File: src/common/eia9_pkg.sv
// Purpose: constants and carriers for the group nine interrupt aggregator
// Assumes: Avalon-MM slave, 8-bit registers in the low byte of 32-bit words
// Notes: printed offsets are not multiples of four, so each is an index
package eia9_pkg;
	localparam logic [15:0] EIA9_IDX_FLAGS = 16'h2848;
	localparam logic [15:0] EIA9_IDX_INTYPE = 16'h2849;
	localparam logic [15:0] EIA9_IDX_OUTTYPE = 16'h284A;
	localparam logic [15:0] EIA9_IDX_ENABLES = 16'h284B;
	localparam logic [15:0] EIA9_IDX_OVERRUN = 16'h284C;
	localparam logic [15:0] EIA9_IDX_PCTRL = 16'h2D01;
	localparam logic [15:0] EIA9_IDX_CORE = 16'h2D10;
	localparam logic [7:0] EIA9_SRC_MASK = 8'hEC;
	localparam logic [7:0] EIA9_RST_FLAGS = 8'h00;
	localparam logic [7:0] EIA9_RST_INTYPE = 8'hEC;
	localparam logic [7:0] EIA9_RST_OUTTYPE = 8'h01;
	localparam logic [7:0] EIA9_RST_ENABLES = 8'h00;
	localparam logic [7:0] EIA9_RST_OVERRUN = 8'h00;
	localparam logic [7:0] EIA9_RST_PCTRL = 8'h00;
	localparam logic [7:0] EIA9_RST_CORE = 8'h00;
	localparam int EIA9_BIT_TX = 2;
	localparam int EIA9_BIT_RX = 3;
	localparam int EIA9_BIT_BAUD = 5;
	localparam int EIA9_BIT_PPS = 6;
	localparam int EIA9_BIT_ENERGY = 7;
	localparam int EIA9_BIT_GATE = 1;
	localparam int EIA9_BIT_FLAG = 5;
	localparam int EIA9_BIT_EXTEN = 1;
	localparam int EIA9_BIT_GLOBAL = 7;
	localparam logic [7:0] EIA9_VECTOR = 8'h4B;

	typedef enum logic [1:0] {
		EIA9_IDLE,
		EIA9_ANSWER
	} eia9_phase_t;

	typedef struct packed {
		eia9_phase_t phase;
		logic waitreq;
		logic [31:0] rdata;
		logic [7:0] flags;
		logic [7:0] intype;
		logic [7:0] outtype;
		logic [7:0] enables;
		logic [7:0] overrun;
		logic [7:0] pctrl;
		logic [7:0] core;
		logic irq;
		logic [7:0] ev_s1;
		logic [7:0] ev_s2;
		logic [7:0] ev_prev;
	} eia9_state_t;
endpackage : eia9_pkg

File: src/hdl/eia9_aggregator.sv
// Purpose: merges five peripheral events into the shared interrupt nine request
// Assumes: event inputs are asynchronous levels; each rising edge is one event
// Notes: core-side flag and enable bits are mirrored in a local register at 0x2D10
//
// Operation
// - Five events merge into one request, served at vector 4Bh.
// - Requests pass only when peripheral control bit 1 is set.
// - Request shows in core flag bit 5; taken with global and ext enables.
// - Serial port five transmit event uses flag and enable bit 2.
// - Serial port five receive event uses flag and enable bit 3.
// - Serial port five baud timer overflow uses bit 5.
// - Clock once-per-second pulse uses bit 6.
// - Second path energy pulse uses bit 7.
// - Flag reads 1 after a request, 0 otherwise.
// - A flag sets only while its source enable is set.
// - Writing 1 to a flag raises it only when enabled.
// - Writing 0 to a flag clears it.
// - Enable bit 1 enables source, 0 disables; unused bits ignored.
// - Implemented flags read 0 after reset.
// - Pending bit sets when source fires again before flag cleared.
// - Pending bits never affect request or delivery.
//
// Implementation choice: the Avalon-MM register port.
`timescale 1ns/1ps
module eia9_aggregator import eia9_pkg::*; (
	// Clock and reset
	input wire logic clk_sys,
	input wire logic reset,
	// Avalon-MM slave
	input wire logic [15:0] avs_address,
	input wire logic avs_read,
	input wire logic avs_write,
	input wire logic [31:0] avs_writedata,
	input wire logic [3:0] avs_byteenable,
	output logic [31:0] avs_readdata,
	output logic avs_waitrequest,
	// Peripheral events
	input wire logic ev_serial_tx,
	input wire logic ev_serial_rx,
	input wire logic ev_serial_baud,
	input wire logic ev_rtc_pps,
	input wire logic ev_energy_pulse,
	// Toward the core
	output logic group9_irq,
	output logic [7:0] group9_vector
);
	// ****************************************************************
	// State
	// ****************************************************************
	eia9_state_t s_reg;
	eia9_state_t s_next;
	logic [7:0] ev_raw;
	logic [7:0] ev_rise;
	logic [7:0] hw_set;
	logic [7:0] wbyte;
	logic wr_hit;
	logic rd_hit;

	assign ev_raw = {ev_energy_pulse, ev_rtc_pps, ev_serial_baud, 1'b0,
		ev_serial_rx, ev_serial_tx, 2'b00};
	assign wbyte = avs_writedata[7:0];

	function automatic logic [7:0] eia9_read(input eia9_state_t s, input logic [15:0] a);
		logic [7:0] v;
		v = 8'h00;
		if (a == EIA9_IDX_FLAGS) begin
			v = s.flags & EIA9_SRC_MASK;
		end else if (a == EIA9_IDX_INTYPE) begin
			v = s.intype;
		end else if (a == EIA9_IDX_OUTTYPE) begin
			v = s.outtype;
		end else if (a == EIA9_IDX_ENABLES) begin
			v = s.enables;
		end else if (a == EIA9_IDX_OVERRUN) begin
			v = s.overrun;
		end else if (a == EIA9_IDX_PCTRL) begin
			v = s.pctrl;
		end else if (a == EIA9_IDX_CORE) begin
			v = s.core;
		end
		return v;
	endfunction : eia9_read

	// ****************************************************************
	// Next state
	// ****************************************************************
	always_comb begin
		s_next = s_reg;
		wr_hit = 1'b0;
		rd_hit = 1'b0;
		// Synchronise event levels; only the second stage feeds edge logic
		s_next.ev_s1 = ev_raw;
		s_next.ev_s2 = s_reg.ev_s1;
		s_next.ev_prev = s_reg.ev_s2;
		ev_rise = s_reg.ev_s2 & ~s_reg.ev_prev & EIA9_SRC_MASK;
		hw_set = ev_rise & s_reg.enables;
		case (s_reg.phase)
			EIA9_IDLE: begin
				if (avs_write || avs_read) begin
					s_next.phase = EIA9_ANSWER;
				end
				// Fetch on entry so data already stand while waitrequest is low;
				// a flag set during the answer cycle shows on the next read
				rd_hit = avs_read;
			end
			EIA9_ANSWER: begin
				s_next.phase = EIA9_IDLE;
				wr_hit = avs_write && avs_byteenable[0];
			end
			default: s_next.phase = EIA9_IDLE;
		endcase
		// Registered so the bus sees waitrequest straight from a flip-flop
		s_next.waitreq = (s_next.phase != EIA9_ANSWER);
		if (rd_hit) begin
			s_next.rdata = {24'h000000, eia9_read(s_reg, avs_address)};
		end
		if (wr_hit) begin
			if (avs_address == EIA9_IDX_FLAGS) begin
				// Ones set only enabled bits, zeros clear
				s_next.flags = wbyte & s_reg.flags;
				s_next.flags = s_next.flags | (wbyte & s_reg.enables & EIA9_SRC_MASK);
			end else if (avs_address == EIA9_IDX_INTYPE) begin
				s_next.intype = wbyte;
			end else if (avs_address == EIA9_IDX_OUTTYPE) begin
				s_next.outtype = wbyte;
			end else if (avs_address == EIA9_IDX_ENABLES) begin
				s_next.enables = wbyte & EIA9_SRC_MASK;
			end else if (avs_address == EIA9_IDX_OVERRUN) begin
				s_next.overrun = wbyte & s_reg.overrun;
			end else if (avs_address == EIA9_IDX_PCTRL) begin
				s_next.pctrl = wbyte;
			end else if (avs_address == EIA9_IDX_CORE) begin
				s_next.core = wbyte;
			end
		end
		// Hardware set wins over a software clear in the same cycle
		s_next.overrun = s_next.overrun | (hw_set & s_reg.flags);
		s_next.flags = s_next.flags | hw_set;
		// Core flag bit mirrors the gated group request
		s_next.core[EIA9_BIT_FLAG] = s_reg.pctrl[EIA9_BIT_GATE]
			&& ((s_reg.flags & s_reg.enables & EIA9_SRC_MASK) != 8'h00);
		s_next.irq = s_reg.core[EIA9_BIT_FLAG] && s_reg.core[EIA9_BIT_GLOBAL]
			&& s_reg.core[EIA9_BIT_EXTEN];
	end

	// ****************************************************************
	// Registers
	// ****************************************************************
	always_ff @(posedge clk_sys) begin
		if (reset) begin
			s_reg.phase <= EIA9_IDLE;
			s_reg.waitreq <= 1'b1;
			s_reg.rdata <= 32'h00000000;
			s_reg.flags <= EIA9_RST_FLAGS;
			s_reg.intype <= EIA9_RST_INTYPE;
			s_reg.outtype <= EIA9_RST_OUTTYPE;
			s_reg.enables <= EIA9_RST_ENABLES;
			s_reg.overrun <= EIA9_RST_OVERRUN;
			s_reg.pctrl <= EIA9_RST_PCTRL;
			s_reg.core <= EIA9_RST_CORE;
			s_reg.irq <= 1'b0;
			s_reg.ev_s1 <= 8'h00;
			s_reg.ev_s2 <= 8'h00;
			s_reg.ev_prev <= 8'h00;
		end else begin
			s_reg <= s_next;
		end
	end

	// Answer phase holds waitrequest low for exactly one cycle
	assign avs_waitrequest = s_reg.waitreq;
	assign avs_readdata = s_reg.rdata;
	assign group9_irq = s_reg.irq;
	assign group9_vector = EIA9_VECTOR;

	// ****************************************************************
	// Checks
	// ****************************************************************
	property p_gate;
		@(posedge clk_sys) disable iff (reset)
		!s_reg.pctrl[EIA9_BIT_GATE] |=> !s_reg.core[EIA9_BIT_FLAG];
	endproperty
	a_gate: assert property (p_gate) else $error("request passed with gate off");

	property p_take;
		@(posedge clk_sys) disable iff (reset)
		group9_irq |-> $past(s_reg.core[EIA9_BIT_GLOBAL]) && $past(s_reg.core[EIA9_BIT_EXTEN]);
	endproperty
	a_take: assert property (p_take) else $error("irq without core enables");

	property p_any;
		@(posedge clk_sys) disable iff (reset)
		(s_reg.pctrl[EIA9_BIT_GATE] && (s_reg.flags & s_reg.enables) != 8'h00)
		|=> s_reg.core[EIA9_BIT_FLAG];
	endproperty
	a_any: assert property (p_any) else $error("group request missing");

	property p_disabled;
		@(posedge clk_sys) disable iff (reset)
		(!s_reg.enables[EIA9_BIT_TX] && !s_reg.flags[EIA9_BIT_TX]) |=> !s_reg.flags[EIA9_BIT_TX];
	endproperty
	a_disabled: assert property (p_disabled) else $error("disabled flag set");

	property p_event;
		@(posedge clk_sys) disable iff (reset)
		$rose(s_reg.ev_s2[EIA9_BIT_ENERGY]) && s_reg.enables[EIA9_BIT_ENERGY] ##1 1'b1
		|-> s_reg.flags[EIA9_BIT_ENERGY];
	endproperty
	a_event: assert property (p_event) else $error("energy event lost");

	property p_overrun;
		@(posedge clk_sys) disable iff (reset)
		(hw_set[EIA9_BIT_RX] && s_reg.flags[EIA9_BIT_RX]) |=> s_reg.overrun[EIA9_BIT_RX];
	endproperty
	a_overrun: assert property (p_overrun) else $error("overrun not recorded");

	property p_keep_ovr;
		@(posedge clk_sys) disable iff (reset)
		(s_reg.overrun[EIA9_BIT_PPS] && !wr_hit) |=> s_reg.overrun[EIA9_BIT_PPS];
	endproperty
	a_keep_ovr: assert property (p_keep_ovr) else $error("pending cleared by itself");

	property p_clear;
		@(posedge clk_sys) disable iff (reset)
		(wr_hit && avs_address == EIA9_IDX_FLAGS && !wbyte[EIA9_BIT_BAUD]
			&& !hw_set[EIA9_BIT_BAUD]) |=> !s_reg.flags[EIA9_BIT_BAUD];
	endproperty
	a_clear: assert property (p_clear) else $error("flag not cleared by zero");

	property p_soft_set;
		@(posedge clk_sys) disable iff (reset)
		(wr_hit && avs_address == EIA9_IDX_FLAGS && wbyte[EIA9_BIT_RX]
			&& s_reg.enables[EIA9_BIT_RX]) |=> s_reg.flags[EIA9_BIT_RX];
	endproperty
	a_soft_set: assert property (p_soft_set) else $error("software set failed");

	property p_wait;
		@(posedge clk_sys) disable iff (reset)
		(avs_read || avs_write) && avs_waitrequest |-> ##[1:2] !avs_waitrequest;
	endproperty
	a_wait: assert property (p_wait) else $error("bus answer late");

	property p_tx_flag;
		@(posedge clk_sys) disable iff (reset)
		(ev_rise[EIA9_BIT_TX] && s_reg.enables[EIA9_BIT_TX])
			|=> s_reg.flags[EIA9_BIT_TX];
	endproperty
	a_tx_flag: assert property (p_tx_flag) else $error("transmit event lost");

	property p_rx_flag;
		@(posedge clk_sys) disable iff (reset)
		(ev_rise[EIA9_BIT_RX] && s_reg.enables[EIA9_BIT_RX])
			|=> s_reg.flags[EIA9_BIT_RX];
	endproperty
	a_rx_flag: assert property (p_rx_flag) else $error("receive event lost");

	property p_baud_flag;
		@(posedge clk_sys) disable iff (reset)
		(ev_rise[EIA9_BIT_BAUD] && s_reg.enables[EIA9_BIT_BAUD])
			|=> s_reg.flags[EIA9_BIT_BAUD];
	endproperty
	a_baud_flag: assert property (p_baud_flag) else $error("baud overflow event lost");

	property p_pps_flag;
		@(posedge clk_sys) disable iff (reset)
		(ev_rise[EIA9_BIT_PPS] && s_reg.enables[EIA9_BIT_PPS])
			|=> s_reg.flags[EIA9_BIT_PPS];
	endproperty
	a_pps_flag: assert property (p_pps_flag) else $error("second pulse event lost");

	property p_read_flags;
		@(posedge clk_sys) disable iff (reset)
		(!avs_waitrequest && avs_read && avs_address == EIA9_IDX_FLAGS)
			|-> (avs_readdata[7:0] & ~EIA9_SRC_MASK) == 8'h00;
	endproperty
	a_read_flags: assert property (p_read_flags) else $error("unused flag bit read set");

	property p_reset_flags;
		@(posedge clk_sys) disable iff (reset)
		$past(reset) |-> s_reg.flags == EIA9_RST_FLAGS
			&& s_reg.overrun == EIA9_RST_OVERRUN;
	endproperty
	a_reset_flags: assert property (p_reset_flags) else $error("flags not clear after reset");

	property p_no_ovr;
		@(posedge clk_sys) disable iff (reset)
		(s_reg.overrun != 8'h00 && (s_reg.flags & s_reg.enables) == 8'h00)
			|=> !s_reg.core[EIA9_BIT_FLAG];
	endproperty
	a_no_ovr: assert property (p_no_ovr) else $error("pending bit raised request");

	property p_group_drop;
		@(posedge clk_sys) disable iff (reset)
		((s_reg.flags & s_reg.enables) == 8'h00) |=> !s_reg.core[EIA9_BIT_FLAG];
	endproperty
	a_group_drop: assert property (p_group_drop) else $error("group request stuck");

	property p_deliver;
		@(posedge clk_sys) disable iff (reset)
		(s_reg.core[EIA9_BIT_FLAG] && s_reg.core[EIA9_BIT_GLOBAL]
			&& s_reg.core[EIA9_BIT_EXTEN])
			|=> group9_irq;
	endproperty
	a_deliver: assert property (p_deliver) else $error("enabled request not taken");

	property p_gate_irq;
		@(posedge clk_sys) disable iff (reset)
		!s_reg.pctrl[EIA9_BIT_GATE] |-> ##2 !group9_irq;
	endproperty
	a_gate_irq: assert property (p_gate_irq) else $error("irq with gate off");

	property p_ovr_only;
		@(posedge clk_sys) disable iff (reset)
		$rose(s_reg.overrun[EIA9_BIT_TX])
			|-> $past(hw_set[EIA9_BIT_TX] && s_reg.flags[EIA9_BIT_TX]);
	endproperty
	a_ovr_only: assert property (p_ovr_only) else $error("pending set without overrun");

	property p_write_lands;
		@(posedge clk_sys) disable iff (reset)
		(wr_hit && avs_address == EIA9_IDX_ENABLES)
			|=> s_reg.enables == ($past(wbyte) & EIA9_SRC_MASK);
	endproperty
	a_write_lands: assert property (p_write_lands) else $error("enable write lost");

	property p_soft_blocked;
		@(posedge clk_sys) disable iff (reset)
		(wr_hit && avs_address == EIA9_IDX_FLAGS && !s_reg.enables[EIA9_BIT_PPS]
			&& !s_reg.flags[EIA9_BIT_PPS])
			|=> !s_reg.flags[EIA9_BIT_PPS];
	endproperty
	a_soft_blocked: assert property (p_soft_blocked) else $error("disabled flag set by write");

	property p_ans_once;
		@(posedge clk_sys) disable iff (reset)
		!avs_waitrequest |=> avs_waitrequest;
	endproperty
	a_ans_once: assert property (p_ans_once) else $error("answer held too long");

	property p_rdata_high;
		@(posedge clk_sys) disable iff (reset)
		!avs_waitrequest |-> avs_readdata[31:8] == 24'h000000;
	endproperty
	a_rdata_high: assert property (p_rdata_high) else $error("upper read bits set");
endmodule : eia9_aggregator
File: config.mk
export PLATFORM = sky130hd
export DESIGN_NAME = eia9_aggregator
export DESIGN_NICKNAME = d
export VERILOG_FILES = /design/src/common/eia9_pkg.sv /design/src/hdl/eia9_aggregator.sv
export SDC_FILE = /design/constraint.sdc
export NUM_CORES = 1
export LEC_CHECK = 0
export BUFFER_PORTS_ARGS = -buffer_cell sky130_fd_sc_hd__buf_2
export CAP_MARGIN = 20
export CORE_MARGIN = 8
export CORE_UTILIZATION = 30
export CTS_CLUSTER_DIAMETER = 60
export DETAILED_ROUTE_END_ITERATION = 12
export GPL_TIMING_DRIVEN = 0
export SETUP_SLACK_MARGIN = 0.15
export SLEW_MARGIN = 20
export SYNTH_ARGS = -nofsm -noshare
export SYNTH_HDL_FRONTEND = slang
export SYNTH_SLANG_ARGS = --single-unit
export TNS_END_PERCENT = 20
File: constraint.sdc
create_clock -name clk_sys -period 5.5 [get_ports clk_sys]
set_input_delay 0.825 -clock clk_sys [delete_from_list [all_inputs] [get_ports clk_sys]]
set_output_delay 0.825 -clock clk_sys [all_outputs]
set_load 0.02 [all_outputs]
==> run_results.csv <==
group,metric,value,unit
outcome,status,"finished, final reports clean",
drt,wl,10500,microns
logic_synthesis,synth_most_common_cell,"dfxtp_1",
sta,slew_violations,0,
logic_synthesis,netlist.area_leader.share,0.416,
layout,fill_cells,1238,
setup_path,end_kind,"flip-flop",
power_and_ir_drop,ir_drop,0.000135,V
sta,tns,0,ns
cts,cts_buffers,9,
global_routing,grt_util_all_layers,0.130,
layout,synthToLayoutAreaGrowth,22.2,%
power_and_ir_drop,pwr-share-comb,0.081,
drt,drt_pass1_iterations,5,
die,core-area,12000,sq um
setup_path,critical_path_required,5.70,ns
logic_synthesis,synth_area,3700,sq um
setup_path,cp-start-kind,"input pin",
logic_synthesis,ys.flop_type,"dfxtp_1",
logic_synthesis,synth_seq_area_share,0.416,
hold_path,min_path_type,"flip-flop to flip-flop",
logic_synthesis,syn_area_per_cell,9.42,sq um
cts,postCtsSetupBuffers,0,
drt,vias_per_cell,5.04,
drt,drtIter0Drc,251,
logic_synthesis,synthTopCellsByCount,"77 x dfxtp_1, 44 x nor2_1, 40 x buf_4",
power_and_ir_drop,clockPowerShare,0.474,
global_routing,grt_pass1_vias,3091,
cts,clk_pin_slew,0.06,ns
setup_path,cp.arrival,3.16,ns
sta,worstMarginPinSlew,0.782,ns
power_and_ir_drop,swShare,0.245,
drt,via_count,3173,
logic_synthesis,async_flop_share,0,
layout,drive_gt1_frac,0.248,
logic_synthesis,syn_inst,393,
sta,final.min_clock_period,2.96,ns
sta,holdWs,0.435,ns
sta,fin_crit_sh,0.539,
setup_path,crit_chain,"buf_2 > or4b_4 > buf_6 > nor4_1 > nand3_1 > o21ai_0 > a21oi_1",
logic_synthesis,synth_cell_types,55,
cts,clock_sinks,77,
global_routing,grt_overflow_total,0,
power_and_ir_drop,switchingPower,312,uW
drt,drt.antenna.violating_nets,0,
cts,clk_latency,0.34,ns
die,num_rows,40,
cts,cts_root_buf,"clkbuf_16",
layout,final_nets,539,
place,place_congestion,0.894,
setup_path,crit_family,"simple AND/OR/NAND/NOR gates",
logic_synthesis,synth_top_area_cell,"dfxtp_1",
cts,cts_tree,"yes",
sta,hold_viol,0,
die,die_x,127,microns
setup_path,crit_buf_inv,2,
setup_path,slowest_stage,"nor4_1",
global_routing,grt_max_degree,16,
power_and_ir_drop,seqPwrFrac,0.445,
layout,regArea,1540,sq um
cts,h-tree-depth,3,
power_and_ir_drop,finalPower,1270,uW
logic_synthesis,synth_edf_count,0,
sta,rsz0062_at_grt,"no",
drt,drc,0,
global_routing,grt_pass1_wl,16600,microns
place,dp_hpwl,7920,microns
global_routing,antenna_found_initial,0,
flow_run,maxCapViolations,0,
layout,largest_reg_flops,57,
drt,avgRoutedWirePerCell,16.6,microns
layout,diodes,0,
setup_path,cp_max_fo,8,
sta,relSlewSlack,0.474,
setup_path,path_class,"input pin to flip-flop",
die,start_util,0.308,
die,pin_count,103,
die,fp.dieH,127,microns
cts,clockBufferDepth,2,
power_and_ir_drop,internal_power,958,uW
power_and_ir_drop,power.density,281,nW/um^2
sta,skew,0.00569,ns
die,dieArea,16100,sq um
logic_synthesis,synth-seq-cells,77,
logic_synthesis,synthTopCellsByArea,"dfxtp_1 42%, buf_4 8.1%, mux2i_1 8.1%, nor2_1 4.5%, nor2b_1 4.4%",
layout,multi_input_comb_area,1800,sq um
setup_path,cpPeakStageDelay,0.65,ns
cts,cts_hold_buffers,0,
cts,ctsResizeCount,0,
power_and_ir_drop,power_leakage,0.00192,uW
logic_synthesis,ys_warn_count,0,
place,portBuffers,43,
sta,fmax,337,MHz
sta,final-setup-viol-count,0,
power by group through the flow:
stage / clock network [uW] / registers (uW) / logic [uW]
2_1_floorplan: 0 / 577 / 67.8
3_3_place_gp: 0 / 577 / 99.7
3_5_place_dp: 0 / 577 / 101
4_1_cts: 611 / 565 / 101
5_1_grt: 638 / 565 / 112
6_report: 602 / 565 / 103
routing by layer:
layer / global-route usage / vias up / wire length [microns]
met5: 0 / - / 0
met4: 0.0672 / 0 / 359
met3: 0.0441 / 27 / 1080
met2: 0.195 / 175 / 4590
met1: 0.162 / 1457 / 4440
li1: - / 1514 / -
cells in the final DEF (no fill, tap or decap), drive strengths merged, types with 3 or more instances in the layout:
cell,netlist,layout
a211o,6,6
a211oi,6,6
a21oi,24,24
a22o,5,5
a22oi,6,6
and2,6,6
and3,4,4
and3b,5,5
buf,46,89
clkbuf,9,18
conb,2,33
dfxtp,77,77
inv,2,5
mux2i,30,30
nand2,16,16
nand2b,4,4
nand3,7,7
nand4,5,5
nor2,44,44
nor2b,26,26
nor3,11,11
nor3b,3,3
nor4,7,7
nor4b,3,3
o211ai,4,4
o21ai,7,7
or4b,4,4
kinds of logic after synthesis:
kind of cell	Yosys count	synth area share
simple gates	152	0.239
flops	77	0.416
compound gates	72	0.133
buf+inv	60	0.128
other cells	2	0.00203
mux	30	0.0811
final cells by class:
class | instances | area share
Multi-Input combinational cell | 287 | 0.398
Sequential cell | 77 | 0.341
Buffer | 58 | 0.103
Clock buffer | 9 | 0.0498
Timing Repair Buffer | 43 | 0.0476
Tap cell | 147 | 0.0407
Clock inverter | 7 | 0.0177
Inverter | 2 | 0.00166
worst paths after layout:
kind / end / slack, ns / from / depth (start not counted)
min reg2reg: s_next[2] / 0.43 / s_next[10] / 1
min: s_next[2] / 0.43 / s_next[10] / 1
max: s_reg[47] / 2.54 / avs_address[12] / 7
max reg2reg: s_reg[68] / 3.70 / s_reg[115] / 6
per-stage QoR:
stage          setup WS, ns  instance area [sq um]  utilization  instances
6_report               2.54                   4520        0.376        630
5_1_grt                2.32                   4520        0.376        630
4_1_cts                2.60                   4520        0.376        630
3_5_place_dp           2.27                   4220        0.351        614
3_3_place_gp           2.34                   4220        0.351        614
2_1_floorplan          2.91                   3820            -        424
(Power assumes the default switching activity.)
